===== src/verilog/rpf_profile_map.vh =====
`ifndef RPF_PROFILE_MAP_VH
`define RPF_PROFILE_MAP_VH

// Register indices; byte address on the bus is four times the index
`define RPF_IDX_RANK_EN 16'h044D
`define RPF_IDX_BW_LOW 16'h044E
`define RPF_IDX_BW_MID 16'h044F
`define RPF_IDX_BW_TOP 16'h0450
`define RPF_IDX_DIV_LOW 16'h0451
`define RPF_IDX_DIV_MID 16'h0452
`define RPF_IDX_DIV_TOP 16'h0453
`define RPF_IDX_NUM_B0 16'h0454
`define RPF_IDX_NUM_B1 16'h0455
`define RPF_IDX_NUM_B2 16'h0456
`define RPF_IDX_MOD_B0 16'h0457
`define RPF_IDX_MOD_B1 16'h0458
`define RPF_IDX_MOD_B2 16'h0459
// Control register of this block: bit 0 commits staged values to the loop
`define RPF_IDX_COMMIT 16'h045A
// Status register of this block: live applied-value flags
`define RPF_IDX_STATUS 16'h045B

// Field positions
`define RPF_EN_BIT 0
`define RPF_RANK_LSB 1
`define RPF_RANK_MSB 2
`define RPF_FILT_BIT 1
`define RPF_BW16_BIT 0
`define RPF_COMMIT_BIT 0

// Writable bit masks per register; other bits are reserved
`define RPF_MASK_RANK_EN 8'h07
`define RPF_MASK_BW_TOP 8'h03
`define RPF_MASK_DIV_TOP 8'h03
`define RPF_MASK_FULL 8'hFF

// Reset value of every profile byte
`define RPF_RESET_BYTE 8'h00

`endif


===== src/verilog/rpf_wb_slave.v =====
`timescale 1ns/1ps
// Classic Wishbone slave front end: one-cycle ack, registered read data
module rpf_wb_slave (
	// Clock and reset
	input wire clk_i,
	input wire rst_i,
	// Wishbone
	input wire wb_cyc_i,
	input wire wb_stb_i,
	input wire wb_we_i,
	input wire [3:0] wb_sel_i,
	input wire [15:0] wb_adr_i,
	input wire [31:0] wb_dat_i,
	output reg [31:0] wb_dat_o,
	output reg wb_ack_o,
	// Register file side
	output wire wr_stb_o,
	output wire [13:0] idx_o,
	output wire [7:0] wdata_o,
	input wire [7:0] rdata_i
);
	wire req;

	// A request is new only while no ack is out, so each access acks once
	assign req = wb_cyc_i & wb_stb_i & ~wb_ack_o;
	assign idx_o = wb_adr_i[15:2];
	assign wdata_o = wb_dat_i[7:0];
	// Only lane 0 carries data; writes without it change nothing
	assign wr_stb_o = req & wb_we_i & wb_sel_i[0];

	// Ack and read data
	always @(posedge clk_i) begin
		if (rst_i) begin
			wb_ack_o <= 1'b0;
			wb_dat_o <= 32'h0000_0000;
		end else begin
			wb_ack_o <= req;
			if (req & ~wb_we_i) begin
				wb_dat_o <= {24'h00_0000, rdata_i};
			end
		end
	end
endmodule


===== src/verilog/rpf_profile_regs.v =====
`timescale 1ns/1ps
`include "rpf_profile_map.vh"
module rpf_profile_regs #(
	parameter BW_W = 17,
	parameter DIV_W = 18,
	parameter FRAC_W = 24
) (
	// Clock and reset
	input wire clk_i,
	input wire rst_i,
	// Wishbone slave
	input wire wb_cyc_i,
	input wire wb_stb_i,
	input wire wb_we_i,
	input wire [3:0] wb_sel_i,
	input wire [15:0] wb_adr_i,
	input wire [31:0] wb_dat_i,
	output wire [31:0] wb_dat_o,
	output wire wb_ack_o,
	// Applied settings toward the loop
	output reg ref_enable_o,
	output reg [1:0] ref_rank_o,
	output reg [BW_W-1:0] loop_bw_scale_o,
	output reg high_margin_filter_o,
	output reg [DIV_W:0] int_div_ratio_o,
	output reg [FRAC_W-1:0] frac_numerator_o,
	output reg [FRAC_W-1:0] frac_modulus_o,
	output reg frac_enable_o,
	output reg bw_scale_zero_o
);
	// Staged profile bytes, written by software
	reg [7:0] rank_en_reg;
	reg [7:0] bw_low_reg;
	reg [7:0] bw_mid_reg;
	reg [7:0] bw_top_reg;
	reg [7:0] div_low_reg;
	reg [7:0] div_mid_reg;
	reg [7:0] div_top_reg;
	reg [7:0] num_b0_reg;
	reg [7:0] num_b1_reg;
	reg [7:0] num_b2_reg;
	reg [7:0] mod_b0_reg;
	reg [7:0] mod_b1_reg;
	reg [7:0] mod_b2_reg;
	reg commit_reg;

	wire wr_stb;
	wire [13:0] idx;
	wire [7:0] wdata;
	reg [7:0] rdata_next;

	wire [BW_W-1:0] bw_staged;
	wire [DIV_W-1:0] div_staged;
	wire [FRAC_W-1:0] num_staged;
	wire [FRAC_W-1:0] mod_staged;

	// Index compare, truncating the map constant to the bus index width
	function hit;
		input [13:0] a;
		input [15:0] c;
		begin
			hit = (a == c[13:0]);
		end
	endfunction

	// Masked byte store so reserved bits stay zero
	function [7:0] wmask;
		input [7:0] d;
		input [7:0] m;
		begin
			wmask = d & m;
		end
	endfunction

	rpf_wb_slave u_bus (
		.clk_i(clk_i),
		.rst_i(rst_i),
		.wb_cyc_i(wb_cyc_i),
		.wb_stb_i(wb_stb_i),
		.wb_we_i(wb_we_i),
		.wb_sel_i(wb_sel_i),
		.wb_adr_i(wb_adr_i),
		.wb_dat_i(wb_dat_i),
		.wb_dat_o(wb_dat_o),
		.wb_ack_o(wb_ack_o),
		.wr_stb_o(wr_stb),
		.idx_o(idx),
		.wdata_o(wdata),
		.rdata_i(rdata_next)
	);

	// Assemble staged multi-byte fields, low byte first
	assign bw_staged = {bw_top_reg[`RPF_BW16_BIT], bw_mid_reg, bw_low_reg};
	assign div_staged = {div_top_reg[1:0], div_mid_reg, div_low_reg};
	assign num_staged = {num_b2_reg, num_b1_reg, num_b0_reg};
	assign mod_staged = {mod_b2_reg, mod_b1_reg, mod_b0_reg};

	// Rank and enable byte; reserved bits are masked off on the way in
	always @(posedge clk_i) begin
		if (rst_i) begin
			rank_en_reg <= `RPF_RESET_BYTE;
		end else if (wr_stb & hit(idx, `RPF_IDX_RANK_EN)) begin
			rank_en_reg <= wmask(wdata, `RPF_MASK_RANK_EN);
		end
	end

	// Bandwidth factor, low byte
	always @(posedge clk_i) begin
		if (rst_i) begin
			bw_low_reg <= `RPF_RESET_BYTE;
		end else if (wr_stb & hit(idx, `RPF_IDX_BW_LOW)) begin
			bw_low_reg <= wdata;
		end
	end

	// Bandwidth factor, middle byte
	always @(posedge clk_i) begin
		if (rst_i) begin
			bw_mid_reg <= `RPF_RESET_BYTE;
		end else if (wr_stb & hit(idx, `RPF_IDX_BW_MID)) begin
			bw_mid_reg <= wdata;
		end
	end

	// Bandwidth top bit and filter select; upper bits reserved
	always @(posedge clk_i) begin
		if (rst_i) begin
			bw_top_reg <= `RPF_RESET_BYTE;
		end else if (wr_stb & hit(idx, `RPF_IDX_BW_TOP)) begin
			bw_top_reg <= wmask(wdata, `RPF_MASK_BW_TOP);
		end
	end

	// Integer divider, low byte
	always @(posedge clk_i) begin
		if (rst_i) begin
			div_low_reg <= `RPF_RESET_BYTE;
		end else if (wr_stb & hit(idx, `RPF_IDX_DIV_LOW)) begin
			div_low_reg <= wdata;
		end
	end

	// Integer divider, middle byte
	always @(posedge clk_i) begin
		if (rst_i) begin
			div_mid_reg <= `RPF_RESET_BYTE;
		end else if (wr_stb & hit(idx, `RPF_IDX_DIV_MID)) begin
			div_mid_reg <= wdata;
		end
	end

	// Integer divider, top two bits; the rest reserved
	always @(posedge clk_i) begin
		if (rst_i) begin
			div_top_reg <= `RPF_RESET_BYTE;
		end else if (wr_stb & hit(idx, `RPF_IDX_DIV_TOP)) begin
			div_top_reg <= wmask(wdata, `RPF_MASK_DIV_TOP);
		end
	end

	// Fraction numerator, byte 0
	always @(posedge clk_i) begin
		if (rst_i) begin
			num_b0_reg <= `RPF_RESET_BYTE;
		end else if (wr_stb & hit(idx, `RPF_IDX_NUM_B0)) begin
			num_b0_reg <= wdata;
		end
	end

	// Fraction numerator, byte 1
	always @(posedge clk_i) begin
		if (rst_i) begin
			num_b1_reg <= `RPF_RESET_BYTE;
		end else if (wr_stb & hit(idx, `RPF_IDX_NUM_B1)) begin
			num_b1_reg <= wdata;
		end
	end

	// Fraction numerator, byte 2
	always @(posedge clk_i) begin
		if (rst_i) begin
			num_b2_reg <= `RPF_RESET_BYTE;
		end else if (wr_stb & hit(idx, `RPF_IDX_NUM_B2)) begin
			num_b2_reg <= wdata;
		end
	end

	// Fraction modulus, byte 0
	always @(posedge clk_i) begin
		if (rst_i) begin
			mod_b0_reg <= `RPF_RESET_BYTE;
		end else if (wr_stb & hit(idx, `RPF_IDX_MOD_B0)) begin
			mod_b0_reg <= wdata;
		end
	end

	// Fraction modulus, byte 1
	always @(posedge clk_i) begin
		if (rst_i) begin
			mod_b1_reg <= `RPF_RESET_BYTE;
		end else if (wr_stb & hit(idx, `RPF_IDX_MOD_B1)) begin
			mod_b1_reg <= wdata;
		end
	end

	// Fraction modulus, byte 2
	always @(posedge clk_i) begin
		if (rst_i) begin
			mod_b2_reg <= `RPF_RESET_BYTE;
		end else if (wr_stb & hit(idx, `RPF_IDX_MOD_B2)) begin
			mod_b2_reg <= wdata;
		end
	end

	// Commit strobe: a write with bit 0 set raises it for one cycle
	always @(posedge clk_i) begin
		if (rst_i) begin
			commit_reg <= 1'b0;
		end else begin
			commit_reg <= wr_stb & hit(idx, `RPF_IDX_COMMIT) & wdata[`RPF_COMMIT_BIT];
		end
	end

	// Applied enable; every applied field swaps in on the same commit
	always @(posedge clk_i) begin
		if (rst_i) begin
			ref_enable_o <= 1'b0;
		end else if (commit_reg) begin
			ref_enable_o <= rank_en_reg[`RPF_EN_BIT];
		end
	end

	// Applied rank, so a half-written profile never reaches the loop
	always @(posedge clk_i) begin
		if (rst_i) begin
			ref_rank_o <= 2'b00;
		end else if (commit_reg) begin
			ref_rank_o <= rank_en_reg[`RPF_RANK_MSB:`RPF_RANK_LSB];
		end
	end

	// Applied bandwidth factor, whole 17 bits at once
	always @(posedge clk_i) begin
		if (rst_i) begin
			loop_bw_scale_o <= {BW_W{1'b0}};
		end else if (commit_reg) begin
			loop_bw_scale_o <= bw_staged;
		end
	end

	// Applied filter select
	always @(posedge clk_i) begin
		if (rst_i) begin
			high_margin_filter_o <= 1'b0;
		end else if (commit_reg) begin
			high_margin_filter_o <= bw_top_reg[`RPF_FILT_BIT];
		end
	end

	// Stored value is ratio minus one, so zero gives one
	always @(posedge clk_i) begin
		if (rst_i) begin
			int_div_ratio_o <= {{DIV_W{1'b0}}, 1'b1};
		end else if (commit_reg) begin
			int_div_ratio_o <= {1'b0, div_staged} + {{DIV_W{1'b0}}, 1'b1};
		end
	end

	// Applied numerator
	always @(posedge clk_i) begin
		if (rst_i) begin
			frac_numerator_o <= {FRAC_W{1'b0}};
		end else if (commit_reg) begin
			frac_numerator_o <= num_staged;
		end
	end

	// Applied modulus
	always @(posedge clk_i) begin
		if (rst_i) begin
			frac_modulus_o <= {FRAC_W{1'b0}};
		end else if (commit_reg) begin
			frac_modulus_o <= mod_staged;
		end
	end

	// Zero modulus bypasses the fraction entirely
	always @(posedge clk_i) begin
		if (rst_i) begin
			frac_enable_o <= 1'b0;
		end else if (commit_reg) begin
			frac_enable_o <= (mod_staged != {FRAC_W{1'b0}});
		end
	end

	// Zero factor is only flagged; keeping it nonzero is software's duty
	always @(posedge clk_i) begin
		if (rst_i) begin
			bw_scale_zero_o <= 1'b1;
		end else if (commit_reg) begin
			bw_scale_zero_o <= (bw_staged == {BW_W{1'b0}});
		end
	end

	// Read mux; unmapped indices and reserved bits read zero
	always @* begin
		rdata_next = 8'h00;
		case (1'b1)
			hit(idx, `RPF_IDX_RANK_EN): rdata_next = rank_en_reg;
			hit(idx, `RPF_IDX_BW_LOW): rdata_next = bw_low_reg;
			hit(idx, `RPF_IDX_BW_MID): rdata_next = bw_mid_reg;
			hit(idx, `RPF_IDX_BW_TOP): rdata_next = bw_top_reg;
			hit(idx, `RPF_IDX_DIV_LOW): rdata_next = div_low_reg;
			hit(idx, `RPF_IDX_DIV_MID): rdata_next = div_mid_reg;
			hit(idx, `RPF_IDX_DIV_TOP): rdata_next = div_top_reg;
			hit(idx, `RPF_IDX_NUM_B0): rdata_next = num_b0_reg;
			hit(idx, `RPF_IDX_NUM_B1): rdata_next = num_b1_reg;
			hit(idx, `RPF_IDX_NUM_B2): rdata_next = num_b2_reg;
			hit(idx, `RPF_IDX_MOD_B0): rdata_next = mod_b0_reg;
			hit(idx, `RPF_IDX_MOD_B1): rdata_next = mod_b1_reg;
			hit(idx, `RPF_IDX_MOD_B2): rdata_next = mod_b2_reg;
			hit(idx, `RPF_IDX_STATUS): rdata_next = {5'b0_0000, bw_scale_zero_o,
				frac_enable_o, ref_enable_o};
			default: rdata_next = 8'h00;
		endcase
	end
endmodule


===== config.mk =====
export PLATFORM = sky130hd
export DESIGN_NAME = rpf_profile_regs
export DESIGN_NICKNAME = d
export VERILOG_FILES = /design/src/verilog/rpf_wb_slave.v /design/src/verilog/rpf_profile_regs.v
export VERILOG_INCLUDE_DIRS = /design/src /design/src/verilog
export SDC_FILE = /design/constraint.sdc
export NUM_CORES = 1
export LEC_CHECK = 0
export BUFFER_PORTS_ARGS = -buffer_cell sky130_fd_sc_hd__buf_4
export CORE_MARGIN = 8
export CORE_UTILIZATION = 40
export DETAILED_ROUTE_END_ITERATION = 8
export PLACE_DENSITY = 0.61
export SLEW_MARGIN = 20
export SYNTH_ARGS = -nofsm -noshare
export SYNTH_HDL_FRONTEND = slang
export SYNTH_SLANG_ARGS = --single-unit

===== constraint.sdc =====
create_clock -name clk_i -period 1.88 [get_ports clk_i]
set_clock_uncertainty 0.2 [all_clocks]
set_input_delay 0.188 -clock clk_i [delete_from_list [all_inputs] [get_ports clk_i]]
set_output_delay 0.188 -clock clk_i [all_outputs]
set_load 0.01 [all_outputs]

# After elaboration in Yosys (flattened, before gate mapping)

Index checks and enable logic that the tools add are counted.

$add $sub $neg: 1
Multipliers: 0
Div/mod/pow operators: 0
Magnitude comparators: 0
Equality and inequality tests: 15
Shift operators: 0
Mux-type cells: 14
Bitwise operators: 22
Reductions and logical operators: 2

Operators by type and width:

| cell                                             | number |
|---|---|
| == test 14 x 11 -> 1 bit (second input constant) | 15 |
| 2-to-1 mux 8 bit                                 | 13 |
| nonzero test 24 bit                              | 1 |
| AND 1 bit                                        | 20 |
| adder 18 x 1 -> 19 bit (second input constant)   | 1 |
| zero test 17 bit                                 | 1 |
| 2-to-1 mux 3 bit                                 | 1 |
| inverter 1 bit                                   | 2 |

Register bits after elaboration: 187
Bits in latches: 0
Bits in writable memories: 0
Memory bits (read-only): 0
Input bits: 57
Word-level logic and storage cells: 79
Memories: 0

# Logic depth before layout (Yosys ltp)

Depth in word-level cells: 15
Gate-level depth with buffers: 9
Gate-level depth less buffers: 6

# Hierarchy

A second synthesis with hierarchy kept.

Cell total of the unflattened synthesis: 974
Area total of the unflattened synthesis: 8588.2 um^2

By module, submodules not included:

| module           | times used | cells an instance | area each (um^2) | sequential area each (um^2) |
|---|---|---|---|---|
| rpf_profile_regs | 1          | 887               | 7833.8           | 3563.4 |
| rpf_wb_slave     | 1          | 87                | 754.5            | 180.2 |

# Worst setup path after synthesis

Ideal clock, no wire load.

Path type: register to register
From: reg u_bus.wb_ack_o
To: reg div_low_reg[0]
Data arrival time: 1792 ps
Setup slack: -240 ps
Cell stages (with the launch flop): 8
Buffers on the path: 1
Cell sequence: dfxtp_1 > nand3b_1 > or2_1 > buf_2 > or2_2 > nor2_4 > mux2i_1 > nor2_1

Word-level cells in the longest chain between the ends: 5

Ends and longest elaborated chain:

| element                  | RTL line               | text |
|---|---|---|
| start: declaration       | rpf_wb_slave.v:15      | `output reg wb_ack_o,` |
| start signal: assignment | rpf_wb_slave.v:37      | `wb_ack_o <= req;` |
| inverter 1 bit           | rpf_wb_slave.v:25      | `assign req = wb_cyc_i & wb_stb_i & ~wb_ack_o;` |
| AND 1 bit                | rpf_wb_slave.v:25      |  |
| AND 1 bit (2 in series)  | rpf_wb_slave.v:29      | `assign wr_stb_o = req & wb_we_i & wb_sel_i[0];` |
| AND 1 bit                | rpf_profile_regs.v:138 | `` end else if (wr_stb & hit(idx, `RPF_IDX_DIV_LOW)) begin `` |
| end signal: assignment   | rpf_profile_regs.v:137 | `` div_low_reg <= `RPF_RESET_BYTE; `` |
| end signal: assignment   | rpf_profile_regs.v:139 | `div_low_reg <= wdata;` |
| end: declaration         | rpf_profile_regs.v:36  | `reg [7:0] div_low_reg;` |

No other way between the ends.
A chain may end at the register's enable or synchronous reset.

# Final worst setup path

From: reg u_bus.wb_ack_o
To: reg div_mid_reg[7]

Word-level cells in the longest chain between the ends: 5

Ends and longest elaborated chain:

| element                 | RTL line               | text |
|---|---|---|
| inverter 1 bit          | rpf_wb_slave.v:25      |  |
| AND 1 bit               | rpf_wb_slave.v:25      |  |
| AND 1 bit (2 in series) | rpf_wb_slave.v:29      |  |
| AND 1 bit               | rpf_profile_regs.v:147 | `` end else if (wr_stb & hit(idx, `RPF_IDX_DIV_MID)) begin `` |
| end signal: assignment  | rpf_profile_regs.v:146 | `` div_mid_reg <= `RPF_RESET_BYTE; `` |
| end signal: assignment  | rpf_profile_regs.v:148 | `div_mid_reg <= wdata;` |
| end: declaration        | rpf_profile_regs.v:37  | `reg [7:0] div_mid_reg;` |

No other way between the ends.

==> run_results.csv <==
group,metric,value,unit
run_status,status,"complete, but fails checks",
grt,grtUsageMet1,25.88,%
grt,antenna_found_initial,1,
power_and_ir_drop,powerDensity,740.8,nW/um2
yosys,most_common_flop_cell_mapped_by_yosys,"dfxtp_1",
finish,biggestRegsByFlops,"frac_modulus_o: 24 flops, frac_numerator_o: 24 flops, int_div_ratio_o: 19 flops",
clock_tree,clk_latency,0.43,ns
placed_design,postPlaceCellArea,9961,um2
clock_tree,cts.sink_count,187,
setup_path,cp_data_arrival_time,2.00,ns
worst_hold_path,hold-path-cell-count,6,
route,drc,0,
setup_path,critical-path-slowest-cell,"dfxtp_2",
setup_path,cp-end-kind,"flip-flop",
placed_design,buffers_added_on_ports,126,
finish,antenna_cells,0,
setup_path,r2r_start,"u_bus.wb_ack_o$_SDFF_PP0_",
setup_path,crit_end,"div_mid_reg[7]$_SDFFE_PP0P_",
clock_tree,htreeDepth,4,
grt,grt.met3_usage,4.910,%
power_and_ir_drop,vdd.ir_drop.worst,0.6088,mV
setup_path,setup.worst_path.start,"u_bus.wb_ack_o$_SDFF_PP0_",
grt,grt_usage,19.45,%
yosys,postSynthRegisterBits,187,
die,die_width,159.7,um
die,row_count,52,
finish,final_layout_size_suffix_gt1_share,28.19,%
setup_path,cpPeakStageDelay,0.32,ns
grt,grt_pass1_wl,40.06,mm
route,routed_wire_length_per_instance,18.32,um
power_and_ir_drop,power_frac_comb,5.8,%
die,initial_core_util,40.84,%
sta,timing_hold_violations_final,0,
route,detail_route.wirelength,25.74,mm
power_and_ir_drop,cellLeakagePower,4.156,nW
yosys,synth_area,8264,um2
die,die_footprint,25520,um2
setup_path,worst_path_dominant_cell_family,"simple AND/OR/NAND/NOR gates",
power_and_ir_drop,total_power,0.008135,W
grt,global_route.overflow_total,0,
finish,instances_no_fill,1405,
placed_design,dpl.cell_count,1360,
setup_path,critPathLaunchType,"flip-flop",
power_and_ir_drop,total_switching_power,0.001913,W
sta,timing.final.max_slew_violations,0,
yosys,ys_seq_area_share,45.30,%
run_status,failing_checks,"negative setup slack",
yosys,synth.lib_cells_used.distinct,57,
job,max-cap-violations,0,
power_and_ir_drop,cell_internal_pwr,0.006222,W
sta,tightestPinTransition,0.8986,ns
setup_path,worst_r2r_path_depth,7,
route,drtIter0Drc,673,
placed_design,place_hpwl,18.35,mm
sta,maxClockFrequency,522.8,MHz
sta,finalSetupViolCount,22,
finish,layout_common_cells,"buf_4, dfxtp_1, nor2_1, mux2i_1, nand2_1",
yosys,synth-edff-count,0,
sta,timing.slew.headroom,40.09,%
sta,final_critical_path_setup_slack,-0.03262,ns
setup_path,ff2ff_setup_slack,-0.03,ns
die,core_area,20230,um2
setup_path,path_buf_inv,1,
finish,flow.area_growth_from_synthesis,32.88,%
route,vias,7368,
route,drt.antenna.violating_nets,0,
clock_tree,tritoncts.num_buffers,17,
sta,final.min_clock_period,1.913,ns
sta,fin_worst_hold_slack,0.02772,ns
setup_path,worstReg2RegEnd,"div_mid_reg[7]$_SDFFE_PP0P_",
setup_path,timing.critical_path.cells,"nand3b_1 -> or2_4 -> or2_4 -> nor2_4 -> buf_12 -> mux2i_2 -> nor2_1",
finish,finish.net_count,1180,
grt,first_global_vias,7107,
grt,grt_use_met2,31.20,%
clock_tree,clkTransAtPathRegs,0.07,ns
die,die_h,159.7,um
finish,layout.area.seq,3749,um2
yosys,ys_warn_count,0,
grt,gr-max-usage-layer,"met2",
power_and_ir_drop,seq_power_share,48.7,%
yosys,synth_area_per_cell,8.754,um2
setup_path,cp_data_required_time,1.96,ns
clock_tree,cts_tree,"yes",
setup_path,cp_num_cells,7,
power_and_ir_drop,power.share.switching,23.52,%
clock_tree,clk_root_buffer_cell,"clkbuf_16",
power_and_ir_drop,clock_power_share,45.5,%
setup_path,critPathMostFrequentCell,"or2_4",
worst_hold_path,worstHoldPathType,"in -> reg",
yosys,asyncSetResetFlopFracSynth,0,%
finish,cell_area_after_layout,10980,um2
finish,area_used_by_multi_input_combinational_logic,4369,um2
finish,layout_commonest_cell,"buf_4",
setup_path,worstSetupPathType,"reg -> reg",
setup_path,max_fanout_on_critical_path,8,
grt,grt_start_max_net_pins,86,
clock_tree,clock_path_buffers,2,
route,detailedRoute.firstPassIterationCount,5,
yosys,post_synth_inst_count,944,
sta,final_min_period_over_clock_period,101.7,%
route,routed_via_density,5.244,
sta,rsz0062_at_grt,"true",
finish,fillers,1914,
placed_design,globalplace.congestion,0.9260,
die,design.portCount,180,
==> power groups by stage <==
| stage | sequential, W | combinational [W] | clock, W |
|---|---|---|---|
| 4_1_cts | 0.00396 | 0.000447 | 0.00376 |
| 3_3_place_gp | 0.00405 | 0.000424 | 0 |
| 5_1_grt | 0.00396 | 0.000504 | 0.00393 |
| 6_report | 0.00396 | 0.000474 | 0.00370 |
| 3_5_place_dp | 0.00405 | 0.000424 | 0 |
| 2_1_floorplan | 0.00405 | 0.000266 | 0 |
==> synth_stat cells, drive strengths merged, types with 3 or more instances <==
| cell | n | area [um2] |
|---|---|---|
| a32o | 3 | 30.03 |
| mux2 | 3 | 33.78 |
| xnor2 | 3 | 26.28 |
| dfxtp | 187 | 3744 |
| nand3b | 3 | 22.52 |
| nor3 | 3 | 26.28 |
| nor4 | 9 | 71.32 |
| inv | 5 | 18.77 |
| and3 | 6 | 37.54 |
| nand2b | 9 | 56.30 |
| nor2 | 161 | 634.4 |
| buf | 44 | 291.5 |
| nand4 | 11 | 68.82 |
| o22ai | 7 | 43.79 |
| clkbuf | 47 | 176.4 |
| or2 | 3 | 18.77 |
| and2 | 4 | 25.02 |
| nand2 | 88 | 330.3 |
| a21o | 3 | 22.52 |
| xor2 | 14 | 122.6 |
| o21ai | 30 | 150.1 |
| nand3 | 41 | 222.7 |
| nor2b | 6 | 37.54 |
| a221oi | 9 | 78.83 |
| mux2i | 116 | 1161 |
| a21oi | 75 | 375.4 |
| a211oi | 17 | 127.6 |
| a22oi | 11 | 82.58 |
==> tightest hold or removal path, cell delays in order <==
cell	delay, ns
buf_4	0.11
nand2_1	0.08
buf_4	0.10
nor2_1	0.03
nand4_1	0.07
nor2_1	0.04
==> what timing repair did <==
action | CTS | global route
hold buffers | 10 | 0
endpoints found under the setup margin | 88 | 91
pin swaps | 5 | 31
buffers inserted | 0 | 3
cloned | 0 | 1
hold endpoints to repair | 89 | 0
gates resized for setup | 11 | 72
==> how the worst min path moves through the flow <==
stage                                startpoint                          endpoint  slack (ns)
5_1_grt                             wb_sel_i[0]             commit_reg$_SDFF_PP0_        0.05
3_3_place_gp   int_div_ratio_o[18]$_SDFFE_PP0P_  int_div_ratio_o[18]$_SDFFE_PP0P_        0.26
2_1_floorplan                       wb_dat_i[0]       div_low_reg[0]$_SDFFE_PP0P_        0.14
4_1_cts                             wb_sel_i[0]             commit_reg$_SDFF_PP0_        0.02
3_5_place_dp         num_b1_reg[7]$_SDFFE_PP0P_        num_b1_reg[7]$_SDFFE_PP0P_        0.27
6_report                            wb_sel_i[0]             commit_reg$_SDFF_PP0_        0.03
==> layer usage <==
layer	vias up	wire length [um]
met1	3498	11620
met5	-	11
li1	3602	-
met2	242	12090
met3	24	1747
met4	2	265
==> metrics by stage <==
stage	util (%)	TNS, ns	setup slack, ns
3_3_place_gp	49.23	-27.23	-0.4690
5_1_grt	54.27	-4.568	-0.1197
6_report	54.27	-0.2243	-0.03262
3_5_place_dp	49.23	-30.42	-0.5288
2_1_floorplan	-	-10.11	-0.1829
4_1_cts	52.89	-0.2417	-0.02740
==> area by class of cell <==
cell class | count | share of cell area (%)
multi-input combinational | 684 | 39.79
timing repair buffer | 227 | 17.33
sequential | 187 | 34.13
clock buffer | 22 | 4.318
inverter | 5 | 0.1709
clock inverter | 10 | 1.185
tap | 270 | 3.076
==> cell families after synthesis <==
kind of cell             synth area share (%)
adder cells (fa/ha/maj)                0.1514
AO/OA/AOI/OAI                           12.54
flip-flops                              45.30
multiplexers                            14.46
XOR/XNOR                                1.802
AND/OR/NAND/NOR                         19.82
buffers and inverters                   5.889
other                                 0.04538
No activity file was read; power rests on OpenSTA's default activity.
